### config.mk
export PLATFORM = sky130hd
export DESIGN_NAME = grb_global_regs
export DESIGN_NICKNAME = d
export VERILOG_FILES = /design/src/common/grb_pkg.sv /design/src/design/grb_global_regs.sv
export VERILOG_INCLUDE_DIRS = /design/src /design/src/common
export SDC_FILE = /design/constraint.sdc
export NUM_CORES = 1
export LEC_CHECK = 0
export BUFFER_PORTS_ARGS = -buffer_cell sky130_fd_sc_hd__buf_2
export CORE_MARGIN = 5
export CORE_UTILIZATION = 35
export CTS_CLUSTER_DIAMETER = 200
export DETAILED_ROUTE_END_ITERATION = 10
export RECOVER_POWER = 100
export SLEW_MARGIN = 20
export SYNTH_ARGS = -nofsm -noshare
export SYNTH_HDL_FRONTEND = slang
export SYNTH_SLANG_ARGS = --single-unit
### constraint.sdc
create_clock -name aclk -period 2.4 [get_ports aclk]
set_clock_uncertainty 0.05 [all_clocks]
set_input_delay 0.6 -clock aclk [delete_from_list [all_inputs] [get_ports aclk]]
set_output_delay 0.6 -clock aclk [all_outputs]
set_load 0.02 [all_outputs]
### src/common/grb_regs.svh
/*
 * Register offsets, field positions, reset values and timing constants
 * of the global register bank.
 * Assumes a 32-bit AXI4-Lite bus with one register per aligned word.
 */
// Operation
// - Low ID byte bits 5,4,3 flag RMII, MII and PHY presence; 7,6 reserved.
// - Low ID byte bits 2..0 hold the die revision count.
// - High ID byte bits 7..5 hold number of ports minus one.
// - High ID byte bit 4 flags line unit, bit 3 framer; bit 2 reserved.
// - High ID byte bit 1 flags encapsulation, bit 0 inverse multiplexing.
// - Reference clock off bit stops the output and holds it low.
// - Interrupt pin drives low when active; idle is high-Z or driven high.
// - Global reset bit resets data path and all registers except itself.
// - BERT connect bit attaches BERT to serial transmit and receive ports.
// - BERT overrides the serial connection; clearing it restores the prior one.
// - In hardware mode the BERT is unavailable.
// - Serial receive clock activity latches bit 4; cleared on read.
// - Serial transmit clock activity latches bit 0; cleared on read.
// - Reference clock toggling latches memory activity bit 1; read clears.
// - System clock toggling latches memory activity bit 0; read clears.
// - Enable bit 4 lets transmit status raise the interrupt.
// - Enable bit 0 lets receive status raise the interrupt.
// - Status bit 4 is set by an enabled serial transmit event.
// - Status bit 0 is set by an enabled serial receive event.
`ifndef GRB_REGS_SVH
`define GRB_REGS_SVH

// ****************************************************************
// Register word indices (byte address bits 7..2).
// ****************************************************************
`define GRB_IDX_CAP_LOW 6'h00
`define GRB_IDX_CAP_HIGH 6'h01
`define GRB_IDX_BERT_SEL 6'h03
`define GRB_IDX_SER_ACT 6'h04
`define GRB_IDX_MEM_ACT 6'h05
`define GRB_IDX_IRQ_EN 6'h06
`define GRB_IDX_IRQ_STAT 6'h07
`define GRB_IDX_GCTRL 6'h12
`define GRB_IDX_STRAP 6'h13

// ****************************************************************
// Field positions.
// ****************************************************************
`define GRB_CAPL_RMII 5
`define GRB_CAPL_MII 4
`define GRB_CAPL_PHY 3
`define GRB_CAPL_REV_HI 2
`define GRB_CAPL_REV_LO 0
`define GRB_CAPH_PORTS_HI 7
`define GRB_CAPH_PORTS_LO 5
`define GRB_CAPH_LIU 4
`define GRB_CAPH_FRAMER 3
`define GRB_CAPH_ENCAP 1
`define GRB_CAPH_IMUX 0
`define GRB_GC_REFOFF 2
`define GRB_GC_IRQMODE 1
`define GRB_GC_RESET 0
`define GRB_BERT_ATTACH 0
`define GRB_ACT_SER_RX 4
`define GRB_ACT_SER_TX 0
`define GRB_ACT_REF 1
`define GRB_ACT_SYS 0
`define GRB_IRQ_TX 4
`define GRB_IRQ_RX 0

// ****************************************************************
// Reset values and bus answers.
// ****************************************************************
`define GRB_RST_BYTE 8'h00
`define GRB_RESP_OKAY 2'h0
`define GRB_RESP_SLVERR 2'h2

// ****************************************************************
// Timing.
// ****************************************************************
`define GRB_CLK_PERIOD_NS 100
`define GRB_RESET_MIN_NS 100

`endif

### src/common/grb_pkg.sv
/*
 * Types of the global register bank.
 * Assumes nothing of its surroundings.
 */
package grb_pkg;

  typedef enum logic [1:0] {
    GRB_W_IDLE = 2'b00,
    GRB_W_RESP = 2'b01
  } grb_wr_state_type;

  typedef logic [7:0] grb_byte_type;

endpackage : grb_pkg

### src/design/grb_global_regs.sv
/*
 * Global register bank: identification, global control, BERT connect,
 * clock activity latches and serial interrupt enable and status.
 * Assumes an AXI4-Lite master on aclk and raw clocks from pins.
 */
// Register access over AXI4-Lite was decided locally.
`timescale 1ns/10ps
`include "grb_regs.svh"

module grb_global_regs #(
  parameter logic [2:0] DIE_REVISION = 3'h0,
  parameter logic [2:0] PORTS_MINUS_ONE = 3'h0,
  parameter logic RMII_PRESENT = 1'b1,
  parameter logic MII_PRESENT = 1'b1,
  parameter logic PHY_PRESENT = 1'b0,
  parameter logic LIU_PRESENT = 1'b0,
  parameter logic FRAMER_PRESENT = 1'b0,
  parameter logic ENCAP_PRESENT = 1'b1,
  parameter logic IMUX_PRESENT = 1'b0
) (
  input wire logic aclk,
  input wire logic aresetn,
  input wire logic [7:0] s_axi_awaddr,
  input wire logic s_axi_awvalid,
  output logic s_axi_awready,
  input wire logic [31:0] s_axi_wdata,
  input wire logic [3:0] s_axi_wstrb,
  input wire logic s_axi_wvalid,
  output logic s_axi_wready,
  output logic [1:0] s_axi_bresp,
  output logic s_axi_bvalid,
  input wire logic s_axi_bready,
  input wire logic [7:0] s_axi_araddr,
  input wire logic s_axi_arvalid,
  output logic s_axi_arready,
  output logic [31:0] s_axi_rdata,
  output logic [1:0] s_axi_rresp,
  output logic s_axi_rvalid,
  input wire logic s_axi_rready,
  input wire logic hardware_mode,
  input wire logic serial_rx_clock,
  input wire logic serial_tx_clock,
  input wire logic ref_clock_in,
  input wire logic system_clock_input,
  input wire logic ref_clock_gen,
  input wire logic serial_tx_irq_event,
  input wire logic serial_rx_irq_event,
  output logic reference_clock_output,
  output logic irq_pin_out,
  output logic irq_pin_oe,
  output logic bert_attach_serial,
  output logic datapath_reset
);

  // ****************************************************************
  // Input synchronisers and activity edge detection.
  // ****************************************************************
  logic [5:0] pin_meta_q;
  logic [5:0] pin_sync_q;
  logic [3:0] clk_prev_q;
  logic [5:0] pin_raw;
  logic [3:0] clk_edge;
  logic hw_mode;

  assign pin_raw = {hardware_mode, ref_clock_gen, system_clock_input,
                    ref_clock_in, serial_tx_clock, serial_rx_clock};
  assign hw_mode = pin_sync_q[5];

  always_ff @(posedge aclk) begin
    if (!aresetn) begin
      pin_meta_q <= 6'h00;
      pin_sync_q <= 6'h00;
      clk_prev_q <= 4'h0;
    end else begin
      pin_meta_q <= pin_raw;
      pin_sync_q <= pin_meta_q;
      clk_prev_q <= pin_sync_q[3:0];
    end
  end

  genvar gi;
  generate
    for (gi = 0; gi < 4; gi = gi + 1) begin : g_edge
      assign clk_edge[gi] = pin_sync_q[gi] ^ clk_prev_q[gi];
    end
  endgenerate

  // ****************************************************************
  // AXI4-Lite write channel.
  // ****************************************************************
  grb_pkg::grb_wr_state_type wr_state_q;
  logic aw_have_q;
  logic w_have_q;
  logic [5:0] aw_idx_q;
  logic [31:0] w_data_q;
  logic [3:0] w_strb_q;
  logic wr_fire;
  logic wr_hit;
  logic wr_lane0;

  assign wr_fire = (wr_state_q == grb_pkg::GRB_W_IDLE) && aw_have_q &&
                   w_have_q;
  assign wr_lane0 = w_strb_q[0];
  always_comb begin
    case (aw_idx_q)
      `GRB_IDX_CAP_LOW, `GRB_IDX_CAP_HIGH, `GRB_IDX_BERT_SEL,
      `GRB_IDX_SER_ACT, `GRB_IDX_MEM_ACT, `GRB_IDX_IRQ_EN,
      `GRB_IDX_IRQ_STAT, `GRB_IDX_GCTRL, `GRB_IDX_STRAP: wr_hit = 1'b1;
      default: wr_hit = 1'b0;
    endcase
  end

  always_ff @(posedge aclk) begin
    if (!aresetn) begin
      wr_state_q <= grb_pkg::GRB_W_IDLE;
      aw_have_q <= 1'b0;
      w_have_q <= 1'b0;
      aw_idx_q <= 6'h00;
      w_data_q <= 32'h00000000;
      w_strb_q <= 4'h0;
      s_axi_awready <= 1'b0;
      s_axi_wready <= 1'b0;
      s_axi_bvalid <= 1'b0;
      s_axi_bresp <= `GRB_RESP_OKAY;
    end else begin
      s_axi_awready <= !aw_have_q && !(s_axi_awvalid && s_axi_awready);
      s_axi_wready <= !w_have_q && !(s_axi_wvalid && s_axi_wready);
      if (s_axi_awvalid && s_axi_awready) begin
        aw_have_q <= 1'b1;
        aw_idx_q <= s_axi_awaddr[7:2];
      end
      if (s_axi_wvalid && s_axi_wready) begin
        w_have_q <= 1'b1;
        w_data_q <= s_axi_wdata;
        w_strb_q <= s_axi_wstrb;
      end
      case (wr_state_q)
        grb_pkg::GRB_W_IDLE: begin
          if (wr_fire) begin
            wr_state_q <= grb_pkg::GRB_W_RESP;
            s_axi_bvalid <= 1'b1;
            s_axi_bresp <= wr_hit ? `GRB_RESP_OKAY : `GRB_RESP_SLVERR;
          end
        end
        grb_pkg::GRB_W_RESP: begin
          if (s_axi_bready) begin
            s_axi_bvalid <= 1'b0;
            aw_have_q <= 1'b0;
            w_have_q <= 1'b0;
            s_axi_awready <= 1'b1;
            s_axi_wready <= 1'b1;
            wr_state_q <= grb_pkg::GRB_W_IDLE;
          end
        end
        default: wr_state_q <= grb_pkg::GRB_W_IDLE;
      endcase
    end
  end

  // ****************************************************************
  // Register write strobes.
  // ****************************************************************
  logic wr_gctrl;
  logic wr_bert;
  logic wr_irq_en;

  assign wr_gctrl = wr_fire && wr_lane0 && aw_idx_q == `GRB_IDX_GCTRL;
  assign wr_bert = wr_fire && wr_lane0 && aw_idx_q == `GRB_IDX_BERT_SEL;
  assign wr_irq_en = wr_fire && wr_lane0 && aw_idx_q == `GRB_IDX_IRQ_EN;

  // ****************************************************************
  // Global control register.
  // ****************************************************************
  logic gc_reset_q;
  logic gc_refoff_q;
  logic gc_irqmode_q;
  logic soft_rst;
  logic bank_rst;

  assign soft_rst = gc_reset_q;
  assign bank_rst = !aresetn || soft_rst;

  always_ff @(posedge aclk) begin
    if (!aresetn) begin
      gc_reset_q <= 1'b0;
    end else if (wr_gctrl) begin
      gc_reset_q <= w_data_q[`GRB_GC_RESET];
    end
  end

  // The soft reset spares its own bit, so software can release it.
  always_ff @(posedge aclk) begin
    if (bank_rst) begin
      gc_refoff_q <= 1'b0;
    end else if (wr_gctrl) begin
      gc_refoff_q <= w_data_q[`GRB_GC_REFOFF];
    end
  end

  always_ff @(posedge aclk) begin
    if (bank_rst) begin
      gc_irqmode_q <= 1'b0;
    end else if (wr_gctrl) begin
      gc_irqmode_q <= w_data_q[`GRB_GC_IRQMODE];
    end
  end

  always_ff @(posedge aclk) begin
    if (!aresetn) begin
      datapath_reset <= 1'b0;
    end else begin
      datapath_reset <= soft_rst;
    end
  end

  // ****************************************************************
  // BERT connect and interrupt enable registers.
  // ****************************************************************
  logic bert_sel_q;
  logic [1:0] irq_en_q;

  always_ff @(posedge aclk) begin
    if (bank_rst) begin
      bert_sel_q <= 1'b0;
    end else if (wr_bert) begin
      bert_sel_q <= w_data_q[`GRB_BERT_ATTACH];
    end
  end

  always_ff @(posedge aclk) begin
    if (bank_rst) begin
      irq_en_q <= 2'h0;
    end else if (wr_irq_en) begin
      irq_en_q <= {w_data_q[`GRB_IRQ_TX], w_data_q[`GRB_IRQ_RX]};
    end
  end

  always_ff @(posedge aclk) begin
    if (bank_rst) begin
      bert_attach_serial <= 1'b0;
    end else begin
      // Clearing restores the prior connection, which is never altered.
      bert_attach_serial <= bert_sel_q && !hw_mode;
    end
  end

  // ****************************************************************
  // AXI4-Lite read channel and clear-on-read latches.
  // ****************************************************************
  logic [3:0] act_q;
  logic [1:0] irq_stat_q;
  logic rd_take;
  logic rd_ser;
  logic rd_mem;
  logic [7:0] rd_byte;
  logic rd_ok;

  assign rd_take = s_axi_arvalid && s_axi_arready;
  assign rd_ser = rd_take && s_axi_araddr[7:2] == `GRB_IDX_SER_ACT;
  assign rd_mem = rd_take && s_axi_araddr[7:2] == `GRB_IDX_MEM_ACT;

  always_comb begin
    rd_byte = `GRB_RST_BYTE;
    rd_ok = 1'b1;
    case (s_axi_araddr[7:2])
      `GRB_IDX_CAP_LOW: begin
        rd_byte[`GRB_CAPL_RMII] = RMII_PRESENT;
        rd_byte[`GRB_CAPL_MII] = MII_PRESENT;
        rd_byte[`GRB_CAPL_PHY] = PHY_PRESENT;
        rd_byte[`GRB_CAPL_REV_HI:`GRB_CAPL_REV_LO] = DIE_REVISION;
      end
      `GRB_IDX_CAP_HIGH: begin
        rd_byte[`GRB_CAPH_PORTS_HI:`GRB_CAPH_PORTS_LO] =
          PORTS_MINUS_ONE;
        rd_byte[`GRB_CAPH_LIU] = LIU_PRESENT;
        rd_byte[`GRB_CAPH_FRAMER] = FRAMER_PRESENT;
        rd_byte[`GRB_CAPH_ENCAP] = ENCAP_PRESENT;
        rd_byte[`GRB_CAPH_IMUX] = IMUX_PRESENT;
      end
      `GRB_IDX_BERT_SEL: rd_byte[`GRB_BERT_ATTACH] = bert_sel_q;
      `GRB_IDX_SER_ACT: begin
        rd_byte[`GRB_ACT_SER_RX] = act_q[0];
        rd_byte[`GRB_ACT_SER_TX] = act_q[1];
      end
      `GRB_IDX_MEM_ACT: begin
        rd_byte[`GRB_ACT_REF] = act_q[2];
        rd_byte[`GRB_ACT_SYS] = act_q[3];
      end
      `GRB_IDX_IRQ_EN: begin
        rd_byte[`GRB_IRQ_TX] = irq_en_q[1];
        rd_byte[`GRB_IRQ_RX] = irq_en_q[0];
      end
      `GRB_IDX_IRQ_STAT: begin
        rd_byte[`GRB_IRQ_TX] = irq_stat_q[1];
        rd_byte[`GRB_IRQ_RX] = irq_stat_q[0];
      end
      `GRB_IDX_GCTRL: begin
        rd_byte[`GRB_GC_REFOFF] = gc_refoff_q;
        rd_byte[`GRB_GC_IRQMODE] = gc_irqmode_q;
        rd_byte[`GRB_GC_RESET] = gc_reset_q;
      end
      `GRB_IDX_STRAP: rd_byte[0] = hw_mode;
      default: rd_ok = 1'b0;
    endcase
  end

  always_ff @(posedge aclk) begin
    if (!aresetn) begin
      s_axi_arready <= 1'b0;
      s_axi_rvalid <= 1'b0;
      s_axi_rdata <= 32'h00000000;
      s_axi_rresp <= `GRB_RESP_OKAY;
    end else if (rd_take) begin
      s_axi_arready <= 1'b0;
      s_axi_rvalid <= 1'b1;
      s_axi_rdata <= {24'h000000, rd_byte};
      s_axi_rresp <= rd_ok ? `GRB_RESP_OKAY : `GRB_RESP_SLVERR;
    end else if (s_axi_rvalid && s_axi_rready) begin
      s_axi_rvalid <= 1'b0;
      s_axi_arready <= 1'b1;
    end else if (!s_axi_rvalid) begin
      s_axi_arready <= 1'b1;
    end
  end

  // Set wins over the clearing read.
  always_ff @(posedge aclk) begin
    if (bank_rst) begin
      act_q <= 4'h0;
    end else begin
      act_q[0] <= clk_edge[0] || (act_q[0] && !rd_ser);
      act_q[1] <= clk_edge[1] || (act_q[1] && !rd_ser);
      act_q[2] <= clk_edge[2] || (act_q[2] && !rd_mem);
      act_q[3] <= clk_edge[3] || (act_q[3] && !rd_mem);
    end
  end

  // ****************************************************************
  // Serial interrupt status and interrupt pin.
  // ****************************************************************
  always_ff @(posedge aclk) begin
    if (bank_rst) begin
      irq_stat_q <= 2'h0;
    end else begin
      irq_stat_q[1] <= serial_tx_irq_event && irq_en_q[1];
      irq_stat_q[0] <= serial_rx_irq_event && irq_en_q[0];
    end
  end

  always_ff @(posedge aclk) begin
    if (!aresetn) begin
      irq_pin_out <= 1'b1;
      irq_pin_oe <= 1'b1;
    end else if (|(irq_stat_q & irq_en_q)) begin
      irq_pin_out <= 1'b0;
      irq_pin_oe <= 1'b1;
    end else begin
      irq_pin_out <= 1'b1;
      irq_pin_oe <= !gc_irqmode_q;
    end
  end

  // ****************************************************************
  // Reference clock output.
  // ****************************************************************
  always_ff @(posedge aclk) begin
    if (!aresetn) begin
      reference_clock_output <= 1'b0;
    end else if (gc_refoff_q) begin
      reference_clock_output <= 1'b0;
    end else begin
      reference_clock_output <= pin_sync_q[4];
    end
  end

endmodule : grb_global_regs

* Word-level counts from Yosys, hierarchy flattened *
Memory sizes are Yosys's and may differ from the RTL's. A register that Yosys moved wholly into a read port is not among the register bits.
Index checks and enable logic that the tools add are counted.
W data, S select, Z words.

word-level totals
  register bits after elaboration = 63
  memory bits (read-only) = 32
  input bits = 67
  output and inout port bits = 46
  word-level logic and storage cells = 130
  memories = 1

memory list
  name              words  bits a word  rd ports  clocked after Yosys merged registers in  wr ports  line                    text
  (name not given)  32     1            1         1                                        0         grb_global_regs.sv:105  case (aw_idx_q)

cells by class
  equality and inequality tests = 15
  muxes and demuxes = 32
  bitwise operators = 6
  reductions and logical operators = 47

operators by type and width
  operator              count
  $eq A6 B3 Y1 const B  5
  $logic_and A1 B1 Y1   21
  $mux W1               21
  $eq A6 B5 Y1 const B  3
  $eq A6 B2 Y1 const B  2
  $mux W5               2
  $logic_not A1 Y1      9
  $reduce_or A9 Y1      1
  $mux W2               4
  $pmux W1 S7           1
  $eq A6 B1 Y1 const B  1
  $logic_not A6 Y1      1
  $reduce_or A2 Y1      3
  $logic_or A1 B1 Y1    5
  $ne A2 B2 Y1 const B  2
  $pmux W1 S4           1
  $pmux W2 S2           1
  $reduce_and A2 Y1     2
  $reduce_bool A2 Y1    2
  $xor A1 B1 Y1         4
  $pmux W1 S3           1
  $reduce_and A3 Y1     1
  $reduce_or A3 Y1      1
  $and A2 B2 Y2         1
  other kinds (5)       5

* Logic depth before layout (Yosys ltp) *
Gate-level depths: netlist of run 1.

  depth in word-level cells = 5
  depth in mapped cells = 5
  mapped depth without buffers = 4

* Least setup slack after synthesis of run 1 *
OpenSTA, ideal clock, no wires.

  path kind = input port to flip-flop
  from = input s_axi_araddr[6]
  to = register act_q[0]
  setup time = 128 ps
  data arrival time = 1705 ps
  required time = 2222 ps
  slack = 518 ps
  stages on the path = 5
  path buffers = 1
  cell sequence = buf_2 -> nor4b_2 -> or4b_1 -> a21oi_1 -> nor2_1

between the ends
  longest elaborated chain between the ends = 5

RTL lines
  what                           line                    text
  start: declaration             grb_global_regs.sv:33   input wire logic [7:0] s_axi_araddr,
  $eq A6 B3 Y1                   --
  $logic_and A1 B1 Y1 (no line)  --
  $logic_not A1 Y1               grb_global_regs.sv:331  act_q[0] <= clk_edge[0] || (act_q[0] && !rd_ser);
  $logic_and A1 B1 Y1            grb_global_regs.sv:331
  $logic_or A1 B1 Y1             grb_global_regs.sv:331
  end signal: assignment         grb_global_regs.sv:331
  end: declaration               grb_global_regs.sv:250  logic [3:0] act_q;

No other way between the ends.
A chain may end at the register's enable or synchronous reset.

==> metrics.cfg, run 1 <==
[grt]
first_global_vias=1655
grt_pass1_wl_microns=7970
grt_start_max_net_pins=21
antenna_found_initial=0
met3_usage=0.0298
gr-total-overflow=0
grt_util_met1=0.159
gr-usage-all-layers=0.118
grt-busiest-layer=met2
use_met2=0.172

[floorplan]
num_io_pins=113
fp-row-count=30
die-width_microns=93.5
die_area_sq_mm=0.00874
initial_core_util=0.359
design.core.area_sq_mm=0.00679
die_h_microns=93.5

[logic_synthesis]
synth_seq_cells=59
yosys-top-cells-area=dfxtp_1, buf_4, a21oi_1
async_flop_share=0
yosysTopAreaCell=dfxtp_1
yosysUniqueCellTypes=44
synth.yosys.warnings=0
ys_seq_area_frac=0.484
synth_area_sq_mm=0.00244
synth.top_cell.area_share=0.484
synthCells=265
synthFlopType=dfxtp_1
synth_edf_count=0
syn_area_per_cell_sq_um=9.21

[clocking]
insertion_delay_ns=0.32
clkTransAtPathRegs_ns=0.07
cts_htree_levels=3
cts_tree=done
cts_resized=0
post-cts-setup-buffer-count=0
numCtsBuffers=9
cts_hold_buf=0
cts_root_buf=clkbuf_8
clk_path_buf_depth=2
cts.sinks=59

[layout]
syn_to_final_growth_pct=16.1
num-fill-cells=703
final_area_sq_mm=0.00283
antenna_cells=0
final_util=0.417
final_nets=384
drive_above_1_share=0.152

[detailed_routing]
wl_microns=5000
drt_iter0_drc=98
post_drt_wl_per_cell_microns=12.0
via_per_inst=4.42
firstDrtPassIters=4
route.vias.total=1846
ant_nets=0
drc=0

[setup_path]
cp_cell_sequence=nand3b_1 -> nor4_1 -> mux2i_1 -> nor2_1
cp_top_family=simple AND/OR/NAND/NOR gates
critical_path_buf_inv_count=0
reg2reg_slack_ns=0.49
path_class=register to register
crit_end=gc_refoff_q
startpoint_type=register
critical_path.max_stage_delay_ns=0.78
reg2reg_depth=4
worstPathArrival_ns=2.06
startpoint=s_axi_bvalid
slowest_stage=nor4_1
endpoint_kind=register
reg2reg_from=s_axi_bvalid
reg2reg_to=gc_refoff_q
cp_num_cells=4
worstPathMaxFanout=6
cp.required_ns=2.54

[timing]
tns_ns=0
fin_ws_ns=0.486
layout_min_cycle_time_ns=1.91
rsz0062_at_grt=false
hold_violations=0
worst_slew_pin_slew_ns=0.814
fmax_mhz=522
fin_crit_sh=0.798
setup_viol=0
drv_slew=0
relSlewSlack=0.452
whs_ns=0.368

[placed_design]
portBuffers=48
place_congestion=0.780
dp_hpwl_microns=3670
dpl_cell_area_sq_mm=0.00268
dp_slack_ns=0.441

[power]
combPwrFrac=0.088
power_density_mw_per_mm2=766
intPower_mw=1.64
p_switching_uw=529
clock_power_share=0.432
peakVddDrop_mv=0.290
power.leakage_nw=1.13
swShare=0.244
seq_power_share=0.480

[worst_hold_path]
hold_path.class=register to register

[run_status]
status=finished, final reports clean

[run]
cap_violations=0

-- power by group through the flow --
stage               Combinational [mW]  Sequential (mW)  Clock (mW)
floorplan                        0.161             1.07           0
global placement                 0.196             1.06           0
detailed placement               0.198             1.06           0
CTS                              0.199             1.04       0.965
global route                     0.213             1.05        1.02
finish                           0.192             1.04       0.937
-- flip-flops by register name, indices dropped and copies added (netlist names), 2 cells and up, named ones only --
register and count:
act_q 4, aw_idx_q 6, clk_prev_q 4, irq_en_q 2, irq_stat_q 2, pin_meta_q 6
pin_sync_q 6, s_axi_rdata 5, w_data_q 4
-- per-layer routing --
layer / share of wire / wire (microns) / up-vias
li1: - / - / 949
met1: 0.49 / 2460 / 834
met2: 0.43 / 2170 / 58
met3: 0.061 / 306 / 5
met4: 0.014 / 68 / 0
met5: 0 / 0 / -
-- layout by cell type (no fill, tap or decap), drive strengths merged, types with 2 or more instances in the layout --
| cell type | n |
|---|---|
| buf | 29 |
| mux2i | 8 |
| clkbuf | 35 |
| o21ai | 7 |
| nand3b | 3 |
| nor4 | 2 |
| nor3b | 4 |
| conb | 29 |
| nand3 | 8 |
| nand2b | 6 |
| nand2 | 29 |
| nor2 | 20 |
| and2 | 19 |
| or4b | 2 |
| nor3 | 6 |
| xor2 | 4 |
| inv | 4 |
| dfxtp | 59 |
| a21oi | 25 |
| clkinv | 2 |
-- through the flow --
stage          total power, mW  cells
2_1_floorplan             1.23    293
3_3_place_gp              1.26    402
3_5_place_dp              1.26    402
4_1_cts                   2.21    418
5_1_grt                   2.28    418
6_report                  2.17    418
-- area by class of cell --
cell class / count / area, sq um / area share
Sequential cell: 59 / 1180 / 0.417
Multi-Input combinational cell: 191 / 1070 / 0.378
Timing Repair Buffer: 52 / 234 / 0.0826
Clock buffer: 12 / 165 / 0.0583
Tap cell: 96 / 120 / 0.0424
Clock inverter: 4 / 47.5 / 0.0168
Inverter: 4 / 15.0 / 0.00530
-- logic make-up after synthesis --
group | Yosys count | share of synthesized area
simple gates | 107 | 0.238
flops | 59 | 0.484
buf+inv | 43 | 0.112
compound gates | 42 | 0.108
mux | 9 | 0.0421
xor+xnor | 4 | 0.0144
other cells | 1 | 0.00154
-- synth_stat cells, types with 4 or more instances --
cell	count
nor3_1	6
buf_4	29
nand2b_1	6
mux2i_1	8
xor2_1	4
inv_1	4
o21ai_0	7
dfxtp_1	59
nor2_1	20
nand3_1	8
and2_1	19
a21oi_1	24
clkbuf_1	7
nand2_1	29
-- worst register-to-register path: stages (launching register included) --
cell and delay (ns):
dfxtp_1 0.33, nand3b_1 0.31, nor4_1 0.78, mux2i_1 0.26, nor2_1 0.06
-- worst min path at each step --
stage | slack (ns) | depth (start not counted) | startpoint | endpoint
floorplan | 0.35 | 1 | pin_sync_q[5] | bert_attach_serial
global placement | 0.36 | 2 | pin_sync_q[4] | reference_clock_output
detailed placement | 0.36 | 2 | pin_sync_q[4] | reference_clock_output
CTS | 0.37 | 2 | pin_sync_q[4] | reference_clock_output
global route | 0.39 | 1 | pin_meta_q[4] | pin_sync_q[4]
finish | 0.37 | 2 | pin_sync_q[4] | reference_clock_output
(Power assumes the default switching activity.)
==> run 2: changes to the inputs <==
- clock period: 2.4 -> 1.9 ns (I/O delays scaled with it)
==> metrics.cfg, run 2 (synthesis gave the netlist of run 1 again) <==
[layout]
reg_top3=aw_idx_q: 6 flops, pin_meta_q: 6 flops, pin_sync_q: 6 flops
layout_commonest_cell=dfxtp_1
final_nets=387  ; +0.78%
num-fill-cells=708  ; +0.71%
syn_to_final_growth_pct=17.0
final_cell_mix=dfxtp_1, nand2_1, conb_1, buf_2, a21oi_1
antenna_cells=0  ; unchanged
drive_above_1_share=0.163  ; +0.0109
layout.area.seq_sq_mm=0.00118  ; unchanged
multiInputGateArea_sq_mm=0.00108  ; +0.58%

[timing]
fmax_mhz=596
rsz0062_at_grt=false
fin_crit_sh=0.883
setup_viol=0  ; unchanged
tns_ns=0  ; unchanged
hold_violations=0  ; unchanged
relSlewSlack=0.541  ; +0.0890
drv_slew=0  ; unchanged
layout_min_cycle_time_ns=1.68
worst_slew_pin_slew_ns=0.688  ; -0.126 ns

[clocking]
cts_resized=0  ; unchanged
cts_htree_levels=3  ; unchanged
cts_hold_buf=0  ; unchanged
clkTransAtPathRegs_ns=0.08  ; about the same
cts_tree=done
numCtsBuffers=9  ; unchanged
cts_root_buf=clkbuf_8
clk_path_buf_depth=2  ; unchanged
cts.sinks=59  ; unchanged
insertion_delay_ns=0.33  ; about the same
post-cts-setup-buffer-count=0  ; unchanged

[floorplan]
die_h_microns=93.5  ; unchanged
num_io_pins=113  ; unchanged
fp-row-count=30  ; unchanged
die-width_microns=93.5  ; unchanged
die_area_sq_mm=0.00874  ; unchanged
initial_core_util=0.359  ; unchanged
design.core.area_sq_mm=0.00679  ; unchanged

[worst_hold_path]
hold_path.class=input pin to register
holdPathStages=2  ; unchanged
min_to=pin_meta_q[0]
hold_start=serial_rx_clock

[detailed_routing]
ant_nets=0  ; unchanged
drc=0  ; unchanged
via_per_inst=4.36  ; -1.3%
wl_microns=4930  ; -1.4%
drt_iter0_drc=50  ; -49%
route.vias.total=1835  ; -0.60%
post_drt_wl_per_cell_microns=11.7  ; -2.1%
firstDrtPassIters=4  ; unchanged

[setup_path]
cp.required_ns=2.07  ; -0.47 ns
path_class=input pin to register
endpoint_kind=register
worstPathMaxFanout=20  ; +14
reg2reg_depth=4  ; unchanged
startpoint_type=input pin
reg2reg_slack_ns=0.31  ; -0.18 ns
reg2reg_to=gc_irqmode_q
reg2reg_from=s_axi_bvalid
worstPathArrival_ns=1.84  ; -0.22 ns

[run_status]
status=finished, final reports clean

[power]
seq_power_share=0.482  ; +0.002
total_power_mw=2.73  ; +26%
intPower_mw=1.99  ; +22%
power_density_mw_per_mm2=955  ; +25%
combPwrFrac=0.090  ; +0.002
clock_power_share=0.428  ; -0.004
peakVddDrop_mv=0.428  ; +47%
p_switching_uw=733  ; +38%
swShare=0.269  ; +0.0247
power.leakage_nw=1.14  ; +0.63%

[grt]
grt_pass1_wl_microns=8250  ; +3.5%
grt_start_max_net_pins=21  ; unchanged
antenna_found_initial=0  ; unchanged
gr-usage-all-layers=0.121  ; +0.00353
gr-total-overflow=0  ; unchanged
first_global_vias=1805  ; +9.1%

[placed_design]
place_congestion=0.799  ; +2.5%
portBuffers=48  ; unchanged
dp_hpwl_microns=3730  ; +1.6%

[run]
cap_violations=0  ; unchanged

-- run 2: changes by cell type in the layout (fill, tap and decap cells not counted) --
cell,change
clkinv_4,+2
nor4_2,+1
buf_4,+3
nor4_1,-1
clkbuf_8,-3
clkinv_2,-2
inv_6,+4
and2_0,+4
clkinvlp_4,-1
and2_1,-4
-- run 2: area by class of cell --
| type | count | share of cell area |
|---|---|---|
| clock buffer | 9 | 0.0434 |
| sequential | 59 | 0.414 |
| tap | 96 | 0.0421 |
| multi-input combinational | 191 | 0.377 |
| timing repair buffer | 55 | 0.0898 |
| clock inverter | 7 | 0.0289 |
| inverter | 4 | 0.00526 |
-- run 2: power by group through the flow --
stage	Sequential, mW	Combinational, mW	Clock, mW
floorplan	1.35	0.204	0
global placement	1.34	0.253	0
detailed placement	1.34	0.255	0
CTS	1.31	0.256	1.21
global route	1.32	0.274	1.27
finish	1.32	0.245	1.17
-- run 2: critical path: stages --
cell	delay, ns
clkbuf_1	0.39
clkbuf_1	0.59
nand2_1	0.10
or2_2	0.28
-- run 2: worst max path at each step --
stage | from | to | cells past startpoint
floorplan | s_axi_araddr[6] | act_q[0] | 5
finish | aresetn | irq_pin_oe | 4
global route | aresetn | irq_pin_oe | 4
global placement | s_axi_araddr[5] | act_q[0] | 5
detailed placement | s_axi_araddr[5] | act_q[1] | 5
CTS | s_axi_bvalid | gc_irqmode_q | 4
-- run 2: per-stage QoR --
step	std cells	hold slack, ns	utilization	setup slack (ns)	area [sq um]
2_1_floorplan	293	0.348	-	0.143	2540
3_3_place_gp	405	0.359	0.397	0.0807	2700
6_report	421	0.291	0.420	0.223	2860
4_1_cts	421	0.269	0.428	0.289	2910
5_1_grt	421	0.267	0.420	0.103	2860
3_5_place_dp	405	0.367	0.397	0.0660	2700
-- run 2: per-layer routing --
layer	GRT usage	part of all wire	routed length [microns]
met1	0.155	0.48	2390
met2	0.180	0.43	2130
met3	0.0338	0.061	301
met4	0.0733	0.021	104
met5	0	0	0
==> run 3: changes to the inputs <==
--- a/config.mk
+++ b/config.mk
@@ -7,4 +7,5 @@
 export NUM_CORES = 1
 export LEC_CHECK = 0
+export ABC_AREA = 1
 export BUFFER_PORTS_ARGS = -buffer_cell sky130_fd_sc_hd__buf_2
 export CORE_MARGIN = 5
==> constraint.sdc (replaced) <==
create_clock -name aclk -period 1.9 [get_ports aclk]
set_clock_uncertainty 0.05 [all_clocks]
set_input_delay 0.19 -clock aclk [delete_from_list [all_inputs] [get_ports aclk]]
set_output_delay 0.19 -clock aclk [all_outputs]
set_load 0.02 [all_outputs]
==> metrics.cfg, run 3 <==
[logic_synthesis]
yosys-top-cells-area=dfxtp_1, nand2_1, buf_4
synth_commonest_cells=nand2_1, dfxtp_1, inv_1
synth_simple_gate_area_share=0.273  ; +0.0349
synth_xor_area_frac=0.0136  ; -0.000740
synthCells=345  ; +30%
synth.yosys.warnings=0  ; unchanged
syn_area_per_cell_sq_um=7.46  ; -19%
synth_compound_area_frac=0.0754  ; -0.0323
synthFlopType=dfxtp_1
muxShareOfSynthArea=0  ; -0.0421
yosysTopAreaCell=dfxtp_1
ys_seq_area_frac=0.459  ; -0.0250
synth_seq_cells=59  ; unchanged
synth_top_family_by_area=simple AND/OR/NAND/NOR gates
synth_edf_count=0  ; unchanged
synthAdderAreaFrac=0  ; unchanged
synth_area_sq_mm=0.00257  ; +5.4%
synth.top_cell.area_share=0.459  ; -0.0250
yosysUniqueCellTypes=29  ; -34%
yosysMostFrequentCell=nand2_1
async_flop_share=0  ; unchanged

[timing]
drv_slew=0  ; unchanged
worst_slew_pin_slew_ns=0.727  ; +0.0383 ns
layout_min_cycle_time_ns=1.41  ; -0.267 ns
hold_violations=0  ; unchanged
fin_crit_sh=0.742  ; -0.141
relSlewSlack=0.516  ; -0.0255
tns_ns=0  ; unchanged
rsz0062_at_grt=false
fmax_mhz=709  ; +19%
setup_viol=0  ; unchanged

[worst_hold_path]
min_to=irq_stat_q[0]
hold_path.class=input pin to register
holdPathStages=3  ; +1
hold_start=serial_rx_irq_event

[layout]
antenna_cells=0  ; unchanged
syn_to_final_growth_pct=15.4
drive_above_1_share=0.146  ; -0.0171
multiInputGateArea_sq_um=993  ; -7.7%
final_util=0.412  ; -0.00871
reg_top3=aw_idx_q: 6 flops, pin_meta_q: 6 flops, pin_sync_q: 6 flops
layout_commonest_cell=nand2_1
final_nets=473  ; +22%
final_cell_mix=nand2_1, dfxtp_1, nor2_1, inv_1, buf_2
layout.area.seq_sq_mm=0.00118  ; unchanged
num-fill-cells=783  ; +11%

[detailed_routing]
drt_iter0_drc=90  ; +80%
ant_nets=0  ; unchanged
firstDrtPassIters=4  ; unchanged
route.vias.total=2111  ; +15%
drc=0  ; unchanged
post_drt_wl_per_cell_microns=9.94  ; -15%
wl_microns=5070  ; +2.9%
via_per_inst=4.14  ; -5.0%

[setup_path]
worstPathMaxFanout=10  ; -50%
reg2reg_from=s_axi_awready
cp.required_ns=2.07  ; about the same
worstPathArrival_ns=1.58  ; -0.26 ns
endpoint_kind=register
startpoint_type=register
reg2reg_slack_ns=0.49  ; +0.18 ns
path_class=register to register
reg2reg_depth=6  ; +2

[grt]
gr-usage-all-layers=0.120  ; -0.00154
grt_pass1_wl_microns=8380  ; +1.7%
antenna_found_initial=0  ; unchanged
gr-total-overflow=0  ; unchanged
first_global_vias=1939  ; +7.4%
grt_start_max_net_pins=19  ; -9.5%

[clocking]
cts_htree_levels=3  ; unchanged
cts_resized=0  ; unchanged
numCtsBuffers=9  ; unchanged
cts_hold_buf=6  ; +6
cts_root_buf=clkbuf_8
post-cts-setup-buffer-count=0  ; unchanged
clkTransAtPathRegs_ns=0.07  ; about the same
insertion_delay_ns=0.33  ; about the same
cts.sinks=59  ; unchanged
cts_tree=done
clk_path_buf_depth=2  ; unchanged

[run_status]
status=finished, final reports clean

[run]
cap_violations=0  ; unchanged

[power]
peakVddDrop_mv=0.364  ; -15%
power_density_mw_per_mm2=884  ; -7.5%
power.leakage_nw=1.50  ; +31%

[floorplan]
die_h_microns=95.7  ; +2.4%
die-width_microns=95.7  ; +2.4%
fp-row-count=31  ; +3.3%
design.core.area_sq_mm=0.00721  ; +6.2%
initial_core_util=0.357  ; -0.00254
die_area_sq_mm=0.00916  ; +4.8%
num_io_pins=113  ; unchanged

[placed_design]
dp_hpwl_microns=3940  ; +5.5%
place_congestion=0.869  ; +8.7%
portBuffers=48  ; unchanged

## run 3: changes by cell type after synthesis, moves of 7 or more
cell / delta
o21ai_0: +8
nor2_1: +28
nor2_2: +7
inv_1: +45
and2_1: -19
mux2i_1: -8
nand2_1: +39
a21oi_1: -10
## run 3: report_power, final
group / switching [mW] / internal [mW]
logic: 0.192 / 0.0895
clock network: 0.483 / 0.534
registers: 0.0302 / 1.30
total: 0.705 / 1.92
## run 3: worst max-delay path, cell delays in order, from the launching register on
cell      delay, ns
dfxtp_1        0.32
nand2_1        0.22
inv_1          0.13
o21ai_0        0.30
nand2_1        0.09
o21bai_1       0.13
nor2_1         0.06
## run 3: worst max path at each step
stage                             start             end  slack (ns)
after floorplan           s_axi_awready        register        0.67
after global placement          aresetn        register        0.64
after detailed placement        aresetn        register        0.64
after CTS                 s_axi_arready  s_axi_rdata[4]        0.67
after global routing       s_axi_bvalid     irq_en_q[1]        0.33
final                     s_axi_awready        register        0.49
## run 3: per-layer routing
layer	track usage	share of wire
met1	0.151	0.48
met2	0.181	0.43
met3	0.0438	0.083
met4	0.0581	0.015
met5	0	0
## run 3: kinds of logic after synthesis
group,Yosys count
AND/OR/NAND/NOR,156
XOR/XNOR,4
buffers and inverters,89
flip-flops,59
other,1
AO/OA/AOI/OAI,36
## run 3: area by class of cell
cell class,count,share of cell area
Multi-Input combinational cell,225,0.335
Clock inverter,5,0.00927
Inverter,55,0.0695
Sequential cell,59,0.398
Tap cell,99,0.0417
Clock buffer,11,0.0510
Timing Repair Buffer,56,0.0961
## run 3: per-stage QoR
stage | cell area (sq um) | power, mW | hold WS, ns | cells | setup slack [ns]
after floorplan | 2680 | 1.61 | 0.238 | 373 | 0.667
after global placement | 2810 | 1.64 | 0.325 | 488 | 0.635
after detailed placement | 2810 | 1.64 | 0.323 | 488 | 0.637
after CTS | 3050 | 2.68 | 0.0324 | 510 | 0.668
after global routing | 2970 | 2.76 | 0.0343 | 510 | 0.327
final | 2970 | 2.62 | 0.0454 | 510 | 0.490
